**src/common/cbbc_pkg.sv**
```systemverilog
// Shared constants for the conditional branch and bit-field change unit
package cbbc_pkg;

    // ****************************************
    // Status word bit positions
    // ****************************************
    localparam int BIT_C = 0;
    localparam int BIT_V = 1;
    localparam int BIT_Z = 2;
    localparam int BIT_N = 3;
    localparam int BIT_U = 4;
    localparam int BIT_E = 5;
    localparam int BIT_L = 6;

    localparam logic [15:0] STATUS_RESET = 16'h0000;
    localparam logic [15:0] PC_RESET     = 16'h0000;
    localparam logic [15:0] PC_STEP      = 16'h0001;

    // ****************************************
    // Condition selector encodings
    // ****************************************
    localparam logic [3:0] COND_CC = 4'h0;
    localparam logic [3:0] COND_CS = 4'h1;
    localparam logic [3:0] COND_EQ = 4'h2;
    localparam logic [3:0] COND_GE = 4'h3;
    localparam logic [3:0] COND_GT = 4'h4;
    localparam logic [3:0] COND_HI = 4'h5;
    localparam logic [3:0] COND_LE = 4'h6;
    localparam logic [3:0] COND_LS = 4'h7;
    localparam logic [3:0] COND_LT = 4'h8;
    localparam logic [3:0] COND_NE = 4'h9;
    localparam logic [3:0] COND_NN = 4'ha;
    localparam logic [3:0] COND_NR = 4'hb;

    // ****************************************
    // Branch timing in oscillator cycles
    // ****************************************
    localparam logic [2:0] BR_TAKEN_CYC = 3'h6;
    localparam logic [2:0] BR_NOT_CYC   = 3'h4;
    localparam logic [2:0] CNT_ONE      = 3'h1;

    // ****************************************
    // APB register map
    // ****************************************
    localparam logic [7:0] ADDR_MODE   = 8'h00;
    localparam logic [7:0] ADDR_STATUS = 8'h04;
    localparam logic [7:0] ADDR_PC     = 8'h08;
    localparam logic [7:0] ADDR_INFO   = 8'h0c;
    localparam int MODE_CC_BIT   = 0;
    localparam int INFO_BUSY     = 0;
    localparam int INFO_ILLEGAL  = 1;
    localparam int INFO_TAKEN    = 2;

    typedef enum logic [2:0] {
        ST_IDLE   = 3'b000,
        ST_BRANCH = 3'b001,
        ST_READ   = 3'b010,
        ST_WRITE  = 3'b011
    } cbbc_state_t;

endpackage

```
**src/hw/cbbc_cond_eval.sv**
```systemverilog
// Condition code evaluation for the short conditional branch
`timescale 1ns/10ps
module cbbc_cond_eval (
    input  wire logic [15:0] flags,
    input  wire logic [3:0]  condSel,
    input  wire logic        ccMode,
    output logic             condTrue,
    output logic             condLegal
);
    logic c;
    logic v;
    logic z;
    logic n;
    logic nxv;
    logic nrm;

    assign c   = flags[cbbc_pkg::BIT_C];
    assign v   = flags[cbbc_pkg::BIT_V];
    assign z   = flags[cbbc_pkg::BIT_Z];
    assign n   = flags[cbbc_pkg::BIT_N];
    assign nxv = n ^ v;
    assign nrm = z | (~flags[cbbc_pkg::BIT_U] & ~flags[cbbc_pkg::BIT_E]);

    always_comb begin
        condTrue  = 1'b0;
        condLegal = 1'b1;
        case (condSel)
            cbbc_pkg::COND_CC: condTrue = ~c;
            cbbc_pkg::COND_CS: condTrue = c;
            cbbc_pkg::COND_HI: condTrue = ~c & ~z;
            cbbc_pkg::COND_LS: condTrue = c | z;
            cbbc_pkg::COND_EQ: condTrue = z;
            cbbc_pkg::COND_NE: condTrue = ~z;
            cbbc_pkg::COND_GE: condTrue = ~nxv;
            cbbc_pkg::COND_LT: condTrue = nxv;
            cbbc_pkg::COND_GT: condTrue = ~(z | nxv);
            cbbc_pkg::COND_LE: condTrue = z | nxv;
            cbbc_pkg::COND_NN: condTrue = ~nrm;
            cbbc_pkg::COND_NR: condTrue = nrm;
            default:           condLegal = 1'b0;
        endcase
        // Unsigned forms need the mode bit; refused ones fall through
        if ((condSel == cbbc_pkg::COND_CC || condSel == cbbc_pkg::COND_CS ||
             condSel == cbbc_pkg::COND_HI || condSel == cbbc_pkg::COND_LS)
            && !ccMode) begin
            condTrue  = 1'b0;
            condLegal = 1'b0;
        end
    end
endmodule // cbbc_cond_eval

```
**src/hw/cbbc_bit_alu.sv**
```systemverilog
// Masked test and complement datapath
`timescale 1ns/10ps
module cbbc_bit_alu #(
    parameter int WIDTH = 16
) (
    input  wire logic [WIDTH-1:0] value,
    input  wire logic [WIDTH-1:0] mask,
    output logic [WIDTH-1:0]      result,
    output logic                  allSet
);
    logic [WIDTH-1:0] hit;

    genvar i;
    generate
        for (i = 0; i < WIDTH; i++) begin : g_bit
            assign hit[i]    = ~mask[i] | value[i];
            assign result[i] = value[i] ^ mask[i];
        end
    endgenerate

    // Empty mask leaves every term high, so carry comes out set
    assign allSet = &hit;
endmodule // cbbc_bit_alu

```
**src/hw/cbbc_core.sv**
```systemverilog
// Conditional branch and bit-field change execution unit with APB slave
// What this block does
// - Taken branch loads next address plus displacement
// - Untaken branch steps program counter by one
// - Seven-bit offset sign-extended to sixteen bits
// - Carry conditions from carry and zero flags
// - Signed and equality conditions from N,V,Z
// - Greater-than and less-equal use Z or N^V
// - Normalized conditions use Z, U, E
// - Unsigned conditions only with mode bit set
// - Branch never alters the status word
// - One word; six cycles taken, four not
// - Mask bits select destination bits to test
// - Carry set when all selected bits one
// - Invert selected bits, write back same place
// - Exactly one read then one write
// - Zero mask leaves value, sets carry
// - Limit flag set on limited source move
// - Status destination inverts only masked bits
// - Carry bit0, negative bit3, extension bit5
//
// Implementation choices: the APB interface to the registers and the placing of the registers.
`timescale 1ns/10ps
module cbbc_core #(
    parameter int AW = 8
) (
    input  wire logic          clock,
    input  wire logic          srst,
    input  wire logic [AW-1:0] paddr,
    input  wire logic          psel,
    input  wire logic          penable,
    input  wire logic          pwrite,
    input  wire logic [31:0]   pwdata,
    output logic [31:0]        prdata,
    output logic               pready,
    output logic               pslverr,
    input  wire logic          instrValid,
    output logic               instrReady,
    input  wire logic          instrIsBranch,
    input  wire logic [3:0]    condSel,
    input  wire logic [6:0]    offset,
    input  wire logic [15:0]   bfMask,
    input  wire logic          bfToStatus,
    input  wire logic [15:0]   bfAddr,
    input  wire logic          limitEvent,
    output logic [15:0]        pcOut,
    output logic               pcLoad,
    output logic               instrDone,
    output logic               branchTaken,
    output logic               dataReq,
    output logic               dataWe,
    output logic [15:0]        dataAddr,
    output logic [15:0]        dataWdata,
    input  wire logic [15:0]   dataRdata,
    input  wire logic          dataAck
);
    // ****************************************
    // State and storage
    // ****************************************
    cbbc_pkg::cbbc_state_t stateFf;
    logic [15:0] statusFf;
    logic [15:0] pcFf;
    logic [15:0] tgtFf;
    logic [15:0] maskFf;
    logic [15:0] opValFf;
    logic [2:0]  cntFf;
    logic        ccModeFf;
    logic        illegalFf;
    logic        takenFf;
    logic        toStatusFf;
    logic        limFf;
    logic        pcLoadFf;
    logic        doneFf;
    logic        dataReqFf;
    logic        dataWeFf;
    logic [15:0] dataAddrFf;
    logic [15:0] dataWdataFf;

    logic        condTrue;
    logic        condLegal;
    logic        accept;
    logic        acceptBr;
    logic [15:0] sextOff;
    logic [15:0] branchTarget;
    logic [15:0] aluIn;
    logic [15:0] aluOut;
    logic        allSet;
    logic        apbWr;
    logic        memDone;
    logic        stDone;
    logic [15:0] nxt_status;
    localparam logic [15:0] PC_STEP_W = cbbc_pkg::PC_STEP;
    localparam logic [2:0]  CNT_W     = cbbc_pkg::CNT_ONE;

    cbbc_cond_eval u_cond (
        .flags     (statusFf),
        .condSel   (condSel),
        .ccMode    (ccModeFf),
        .condTrue  (condTrue),
        .condLegal (condLegal)
    );

    assign aluIn = (stateFf == cbbc_pkg::ST_READ && !toStatusFf) ?
                   dataRdata : opValFf;

    cbbc_bit_alu #(.WIDTH(16)) u_alu (
        .value  (aluIn),
        .mask   (maskFf),
        .result (aluOut),
        .allSet (allSet)
    );

    assign instrReady   = (stateFf == cbbc_pkg::ST_IDLE);
    assign accept       = instrValid && instrReady;
    assign acceptBr     = accept && instrIsBranch;
    assign sextOff      = {{9{offset[6]}}, offset};
    assign branchTarget = pcFf + PC_STEP_W + sextOff;
    assign memDone = (stateFf == cbbc_pkg::ST_WRITE) && !toStatusFf && dataAck;
    assign stDone  = (stateFf == cbbc_pkg::ST_WRITE) && toStatusFf;

    // ****************************************
    // Sequencing
    // ****************************************
    always_ff @(posedge clock) begin
        if (srst) begin
            stateFf    <= cbbc_pkg::ST_IDLE;
            cntFf      <= 3'h0;
            tgtFf      <= cbbc_pkg::PC_RESET;
            maskFf     <= 16'h0000;
            toStatusFf <= 1'b0;
            limFf      <= 1'b0;
            takenFf    <= 1'b0;
        end else begin
            case (stateFf)
                cbbc_pkg::ST_IDLE: begin
                    if (acceptBr) begin
                        stateFf <= cbbc_pkg::ST_BRANCH;
                        takenFf <= condTrue;
                        tgtFf   <= condTrue ? branchTarget :
                                   pcFf + PC_STEP_W;
                        cntFf   <= condTrue ? cbbc_pkg::BR_TAKEN_CYC - CNT_W
                                   : cbbc_pkg::BR_NOT_CYC - CNT_W;
                    end else if (accept) begin
                        stateFf    <= cbbc_pkg::ST_READ;
                        maskFf     <= bfMask;
                        toStatusFf <= bfToStatus;
                        limFf      <= limitEvent;
                    end
                end
                cbbc_pkg::ST_BRANCH: begin
                    if (cntFf == CNT_W) begin
                        stateFf <= cbbc_pkg::ST_IDLE;
                    end else begin
                        cntFf <= cntFf - CNT_W;
                    end
                end
                cbbc_pkg::ST_READ: begin
                    if (toStatusFf || dataAck) begin
                        stateFf <= cbbc_pkg::ST_WRITE;
                    end
                end
                cbbc_pkg::ST_WRITE: begin
                    if (stDone || memDone) begin
                        stateFf <= cbbc_pkg::ST_IDLE;
                    end
                end
                default: stateFf <= cbbc_pkg::ST_IDLE;
            endcase
        end
    end

    // ****************************************
    // Destination access
    // ****************************************
    always_ff @(posedge clock) begin
        if (srst) begin
            opValFf     <= 16'h0000;
            dataReqFf   <= 1'b0;
            dataWeFf    <= 1'b0;
            dataAddrFf  <= 16'h0000;
            dataWdataFf <= 16'h0000;
        end else begin
            if (accept && !instrIsBranch) begin
                opValFf    <= statusFf;
                dataAddrFf <= bfAddr;
                dataReqFf  <= !bfToStatus;
                dataWeFf   <= 1'b0;
            end else if (stateFf == cbbc_pkg::ST_READ && !toStatusFf
                         && dataAck) begin
                opValFf     <= dataRdata;
                dataWeFf    <= 1'b1;
                dataWdataFf <= aluOut;
            end else if (memDone) begin
                dataReqFf <= 1'b0;
                dataWeFf  <= 1'b0;
            end
        end
    end

    // ****************************************
    // Status word
    // ****************************************
    always_comb begin
        nxt_status = statusFf;
        if (stDone) begin
            nxt_status = opValFf ^ maskFf;
        end else if (memDone) begin
            nxt_status[cbbc_pkg::BIT_C] = allSet;
            if (limFf) begin
                nxt_status[cbbc_pkg::BIT_L] = 1'b1;
            end
        end else if (apbWr && paddr == cbbc_pkg::ADDR_STATUS) begin
            nxt_status = pwdata[15:0];
        end
    end

    // Branch path never writes here, so during it only an APB status write moves the flags
    always_ff @(posedge clock) begin
        if (srst) begin
            statusFf <= cbbc_pkg::STATUS_RESET;
        end else begin
            statusFf <= nxt_status;
        end
    end

    // ****************************************
    // Program counter
    // ****************************************
    always_ff @(posedge clock) begin
        if (srst) begin
            pcFf     <= cbbc_pkg::PC_RESET;
            pcLoadFf <= 1'b0;
            doneFf   <= 1'b0;
        end else begin
            pcLoadFf <= 1'b0;
            doneFf   <= stDone || memDone;
            if (stateFf == cbbc_pkg::ST_BRANCH && cntFf == CNT_W) begin
                pcFf     <= tgtFf;
                pcLoadFf <= 1'b1;
                doneFf   <= 1'b1;
            end else if (apbWr && paddr == cbbc_pkg::ADDR_PC) begin
                pcFf <= pwdata[15:0];
            end
        end
    end

    // ****************************************
    // APB slave
    // ****************************************
    assign apbWr   = psel && penable && pwrite && !pslverr;
    assign pready  = 1'b1;
    assign pslverr = psel && penable &&
                     !(paddr == cbbc_pkg::ADDR_MODE ||
                       paddr == cbbc_pkg::ADDR_STATUS ||
                       paddr == cbbc_pkg::ADDR_PC ||
                       paddr == cbbc_pkg::ADDR_INFO);

    always_ff @(posedge clock) begin
        if (srst) begin
            ccModeFf <= 1'b0;
        end else if (apbWr && paddr == cbbc_pkg::ADDR_MODE) begin
            ccModeFf <= pwdata[cbbc_pkg::MODE_CC_BIT];
        end
    end

    // Set beats a simultaneous write-one clear
    always_ff @(posedge clock) begin
        if (srst) begin
            illegalFf <= 1'b0;
        end else if (acceptBr && !condLegal) begin
            illegalFf <= 1'b1;
        end else if (apbWr && paddr == cbbc_pkg::ADDR_INFO &&
                     pwdata[cbbc_pkg::INFO_ILLEGAL]) begin
            illegalFf <= 1'b0;
        end
    end

    always_comb begin
        prdata = 32'h0000_0000;
        case (paddr)
            cbbc_pkg::ADDR_MODE:   prdata[cbbc_pkg::MODE_CC_BIT] = ccModeFf;
            cbbc_pkg::ADDR_STATUS: prdata[15:0] = statusFf;
            cbbc_pkg::ADDR_PC:     prdata[15:0] = pcFf;
            cbbc_pkg::ADDR_INFO: begin
                prdata[cbbc_pkg::INFO_BUSY]    = !instrReady;
                prdata[cbbc_pkg::INFO_ILLEGAL] = illegalFf;
                prdata[cbbc_pkg::INFO_TAKEN]   = takenFf;
            end
            default: prdata = 32'h0000_0000;
        endcase
    end

    assign pcOut       = pcFf;
    assign pcLoad      = pcLoadFf;
    assign instrDone   = doneFf;
    assign branchTaken = takenFf;
    assign dataReq     = dataReqFf;
    assign dataWe      = dataWeFf;
    assign dataAddr    = dataAddrFf;
    assign dataWdata   = dataWdataFf;
endmodule // cbbc_core

```
**config.mk**
```make
export PLATFORM = sky130hd
export DESIGN_NAME = cbbc_core
export DESIGN_NICKNAME = d
export VERILOG_FILES = /design/src/common/cbbc_pkg.sv /design/src/hw/cbbc_cond_eval.sv /design/src/hw/cbbc_bit_alu.sv /design/src/hw/cbbc_core.sv
export SDC_FILE = /design/constraint.sdc
export NUM_CORES = 1
export LEC_CHECK = 0
export BUFFER_PORTS_ARGS = -buffer_cell sky130_fd_sc_hd__buf_2
export CAP_MARGIN = 20
export CORE_AREA = 4 4 97 190
export DETAILED_ROUTE_END_ITERATION = 6
export DIE_AREA = 0 0 101 194
export PLACE_DENSITY = 0.77
export SLEW_MARGIN = 20
export SYNTH_ARGS = -nofsm -noshare
export SYNTH_HDL_FRONTEND = slang
export SYNTH_HIERARCHICAL = 1
export SYNTH_SLANG_ARGS = --single-unit
```
**constraint.sdc**
```tcl
create_clock -name clock -period 4 [get_ports clock]
set_clock_uncertainty 0.2 [all_clocks]
set_input_delay 1.2 -clock clock [delete_from_list [all_inputs] [get_ports clock]]
set_output_delay 1.2 -clock clock [all_outputs]
set_load 0.02 [all_outputs]
```
# Word-level counts from Yosys, hierarchy flattened
# Cells that the tools add are included.
# Widths: inputs -> output; s select.
totals:
  ff_bits: 127
  latchBits: 0
  ram_bits: 0
  romBits: 0
  in_bits: 109
  output_inout_bits: 88
  wordCells: 210
  mem_count: 0
op_classes:
  add_sub_neg: 3
  mul: 0
  div_mod_pow: 0
  order_cmp: 0
  eq_ne: 27
  n_shift: 0
  mux: 38
  n_bitwise: 64
  reduce_logical: 58
op_table:
  columns: ["cell", "count"]
  rows:
  - ["$mux 16", 8]
  - ["$pmux 13 s2", 1]
  - ["$not 1->1", 25]
  - ["$mux 3", 8]
  - ["$logic_and 1x1->1", 20]
  - ["$or 1x1->1", 19]
  - ["$xor 1x1->1", 17]
  - ["$add 16x1->16 const B", 1]
  - ["$add 16x16->16", 1]
  - ["$eq 4x3->1 const B", 4]
  - ["$eq 4x4->1 const B", 4]
  - ["$eq 8x4->1 const B", 2]
  - ["$reduce_and 16->1", 1]
  - ["$xor 16x16->16", 1]
  - ["$mux 1", 14]
  - ["$reduce_bool 2->1", 7]
  - ["$pmux 1 s12", 1]
  - ["$pmux 3 s4", 1]
  - ["$reduce_or 12->1", 1]
  - ["$reduce_and 2->1", 5]
  - ["$mux 9", 1]
  - ["$eq 4x2->1 const B", 2]
  - ["$eq 8x3->1 const B", 1]
  - ["$logic_not 1->1", 8]
  - ["21 further kinds", 37]

# Longest topological paths before layout
logic_depth:
  depth_word: 12
  depth_mapped: 13
  ltp_nobuf: 12

# Cells and area by module
# The synthesis kept the hierarchy.
modules_own_cells:
  columns: ["module", "n_inst", "cells_per_inst", "area_each_um2", "seq_area_each_um2"]
  rows:
  - ["cbbc_core", 1, 808, 6749.0, 2522.4]
  - ["cbbc_bit_alu", 1, 53, 354.1, 0.0]
  - ["cbbc_cond_eval", 1, 28, 198.9, 0.0]

# Least setup slack after synthesis
# Ideal clock, no wire load.
synth_timing:
  path_kind: "input -> output"
  from: "in paddr[5]"
  to: "out prdata[10]"
  arrival_ns: 2.591
  t_required_ns: 2.600
  slack_ns: 0.009
  cell_stages: 6
  n_path_buf: 2
  path_cell_list: "nor4_1 > nand2_1 > buf_2 > nor3_1 > clkbuf_1 > a22o_1"
synth_via:
  elab_chain_cells: 2
  elab_cells_between_ends: 3
  cone_classes: "eq/ne: 2; mux: 1"
synth_lines:
  columns: ["item", "line_no", "source"]
  rows:
  - ["start: declaration", "cbbc_core.sv:29", "input wire logic [AW-1:0] paddr,"]
  - ["$eq 8x4->1 or $eq 8x3->1 (tied branches)", "cbbc_core.sv:280", "case (paddr)"]
  - ["$pmux 13 s2 *", "cbbc_core.sv:280", null]
  - ["end: declaration", "cbbc_core.sv:34", "output logic [31:0] prdata,"]
# Mark *: on every way between the ends. The rest lies on a longest branch, timed or not.

# Final worst setup path
layout_timing:
  from: "in paddr[5]"
  to: "out prdata[9]"
# The elaborated chain is that of the path after synthesis.

==> impl_metrics.py <==
metrics = {
    "status": {
        "status": "completed",
    },
    "logic_synthesis": {
        "synthDistinctLibCells": 75,
        "synth.avg_cell_area_um2": 8.21,
        "yosys.area.top_type_share_pct": 34.5,
        "ys_async_sr_fraction_pct": 0,
        "ys_warn_count": 6,
        "synth_cells": 889,
        "synth_area_um2": 7300,
        "synth_edf_count": 0,
        "yosysTopAreaCell": "dfxtp_1",
        "yosysSeqAreaShare_pct": 34.5,
        "synth.ff_latch_count": 126,
        "synth-main-ff-cell": "dfxtp_1",
        "synth_area_leaders": "dfxtp_1, a21oi_1, nand2_1",
    },
    "clock_network": {
        "tritoncts_num_sinks": 126,
        "clk-insertion-delay-late_ps": 410,
        "cts.htree.levels": 4,
        "numCtsBuffers": 17,
        "cts_resized": 0,
        "postCtsSetupRepairBufs": 0,
        "cts_max_path_buffers": 2,
        "root_buffer": "clkbuf_16",
        "clkTransAtPathRegs_ps": 60,
        "holdBufCountCts": 0,
        "cts_tree": "built",
    },
    "worst_setup_path": {
        "crit_path_frequent_cell": "buf_2",
        "crit_slowest_cell": "nor4_1",
        "end_kind": "primary output",
        "critPathRequiredTime_ps": 2600,
        "cp_cell_sequence": "buf_2 > nor4_1 > nand2_1 > nor3_1 > buf_4 > a22o_1 > buf_2",
        "critical_path.max_stage_delay_ps": 260,
        "start_kind": "input pin",
        "arrival_ps": 2530,
        "worstSetupPathType": "input pin to primary output",
        "worstReg2RegEnd": "tgtFf[15]",
        "r2r_setup_slack_ps": 380,
        "cp_max_fo": 13,
        "reg2reg_depth": 12,
        "r2r-start": "pcOut[3]",
    },
    "global_routing": {
        "antenna_found_initial": 2,
        "grt-ovfl-total": 0,
        "grt_pass1_wl_mm": 34.9,
        "grt_max_degree": 84,
        "grt_pass1_vias": 6866,
        "grt_usage_pct": 22.5,
    },
    "power_and_ir_drop": {
        "p_leak_uw": 0.00397,
        "p_total_uw": 3580,
        "ir_drop_mv": 0.265,
        "power_density_nw_per_um2": 403,
    },
    "sta": {
        "worst_pin_slew_ps": 732,
        "fmax_mhz": 255,
        "rsz0062_at_grt": "no",
        "slew_violations": 0,
        "max_slew_margin_pct": 51.1,
        "fin_tns_setup_ps": 0,
        "setup-violations-final": 0,
        "fin_crit_ps": 3930,
        "hold_viol": 0,
        "hold_ws_ps": 251,
        "fin_crit_sh_pct": 98.2,
    },
    "cells_and_area": {
        "fin_cells": 1254,
        "finalInstanceArea_um2": 8870,
        "final_common_cell": "buf_2",
        "syn_to_final_growth_pct": 21.5,
        "num-nets-final": 1180,
        "n_fill_cell": 1623,
        "final_cell_mix": "buf_2, nand2_1, dfxtp_1",
        "drive_gt1_share_pct": 25.4,
        "regArea_um2": 2520,
        "multi_input_area_um2": 4300,
    },
    "min_path": {
        "hold_end": "dataAddr[4]",
        "worstHoldStart": "dataAddr[4]",
        "whs_path_depth": 2,
        "min_path_type": "flop to flop",
    },
    "placed_design": {
        "portBuffers": 163,
        "hpwl_mm": 16.8,
        "placed_area_um2": 8230,
        "numPlacedInstances": 1220,
        "gp_congestion": 0.971,
    },
    "route": {
        "wirelength_mm": 22.0,
        "drtIter0Drc": 315,
        "avgViaCountPerCell": 5.45,
        "detail-route-antenna-nets": 0,
        "drc": 0,
        "drt_pre_antenna_iters": 4,
        "num_vias": 6836,
        "wl_per_cell_um": 17.5,
    },
    "die": {
        "dieArea_um2": 19600,
        "fp.coreArea_um2": 16800,
        "start_util_pct": 43.3,
        "die_w_um": 101,
        "placementRows": 67,
        "num_io_pins": 197,
        "fp.dieH_um": 194,
    },
    "run": {
        "drv_cap": 0,
    },
}
-- kinds of logic after synthesis --
kind of cell	after synthesis	share of synthesized area, %
AO/OA/AOI/OAI	242	22.6
flip-flops	126	34.5
other	2	0.103
buffers and inverters	117	7.51
adder cells (fa/ha/maj)	39	6.79
multiplexers	41	5.89
XOR/XNOR	42	5.04
AND/OR/NAND/NOR	280	17.5
-- Yosys cell counts (5+ instances only) --
| cell type | number |
|---|---|
| nor3_1 | 8 |
| o21ai_0 | 15 |
| mux2_2 | 16 |
| buf_2 | 18 |
| a22o_1 | 13 |
| nor2b_1 | 5 |
| nor4_1 | 8 |
| ha_1 | 38 |
| nor2_1 | 64 |
| o221a_2 | 12 |
| nand2_1 | 142 |
| clkbuf_1 | 34 |
| and3_1 | 7 |
| buf_4 | 19 |
| xor2_1 | 13 |
| a211oi_1 | 29 |
| mux2i_1 | 25 |
| a22oi_1 | 22 |
| a21oi_1 | 109 |
| nand3_1 | 14 |
| dfxtp_1 | 126 |
| inv_1 | 42 |
| xnor2_1 | 29 |
-- worst max-delay path by stage --
stage | startpoint | to | slack, ps | depth (start not counted)
3_5_place_dp | paddr[5] | prdata[9] | 60 | 7
6_report | paddr[5] | prdata[9] | 70 | 7
2_1_floorplan | paddr[5] | prdata[10] | 9 | 6
5_1_grt | paddr[5] | prdata[9] | 2 | 7
3_3_place_gp | paddr[5] | prdata[8] | 100 | 7
4_1_cts | paddr[5] | prdata[9] | 60 | 7
-- sequential cells by signal, indices dropped and copies added, names as in the netlist --
register,flops
dataWdata,16
dataWe,1
limFf,1
opValFf,16
pcLoad,1
toStatusFf,1
cntFf,3
statusFf,16
instrDone,1
stateFf,2
tgtFf,16
ccModeFf,1
dataReq,1
maskFf,16
dataAddr,16
branchTaken,1
illegalFf,1
pcOut,16
-- worst max-delay path, delay by kind of cell --
kind                   cells  cell delay, ps
buffers and inverters      3             520
AOI/OAI and AO/OA          1             190
and+or+nand+nor            3             620
-- area by class of cell --
type | instances | share of cell area [%]
antenna | 2 | 0.0564
clock buffer | 19 | 5.10
clock inverter | 13 | 2.13
inverter | 43 | 1.82
multi-input combinational | 661 | 48.5
sequential | 126 | 28.4
tap | 207 | 2.92
timing repair buffer | 183 | 11.1
-- stage by stage --
stage / setup slack (ps) / util (%)
global placement: 103 / 48.8
finish: 71.7 / 52.7
CTS: 59.4 / 52.6
floorplan: 8.94 / -
global route: 1.78 / 52.7
detailed placement: 60.7 / 48.8
-- power by group --
part / leakage, uW / internal, uW / switching (uW)
Combinational: 0.00264 / 215 / 338
Clock: 0.000309 / 1080 / 587
Sequential: 0.00102 / 1310 / 51.8
-- per-layer routing --
| metal | global-route usage [%] | vias up | share of wire (%) |
|---|---|---|---|
| met5 | 0 | - | 0 |
| met4 | 13.8 | 0 | 5.5 |
| met3 | 5.01 | 69 | 5.7 |
| met2 | 40.5 | 238 | 54 |
| met1 | 22.9 | 3148 | 35 |
| li1 | - | 3381 | - |
(Power assumes the default switching activity.)
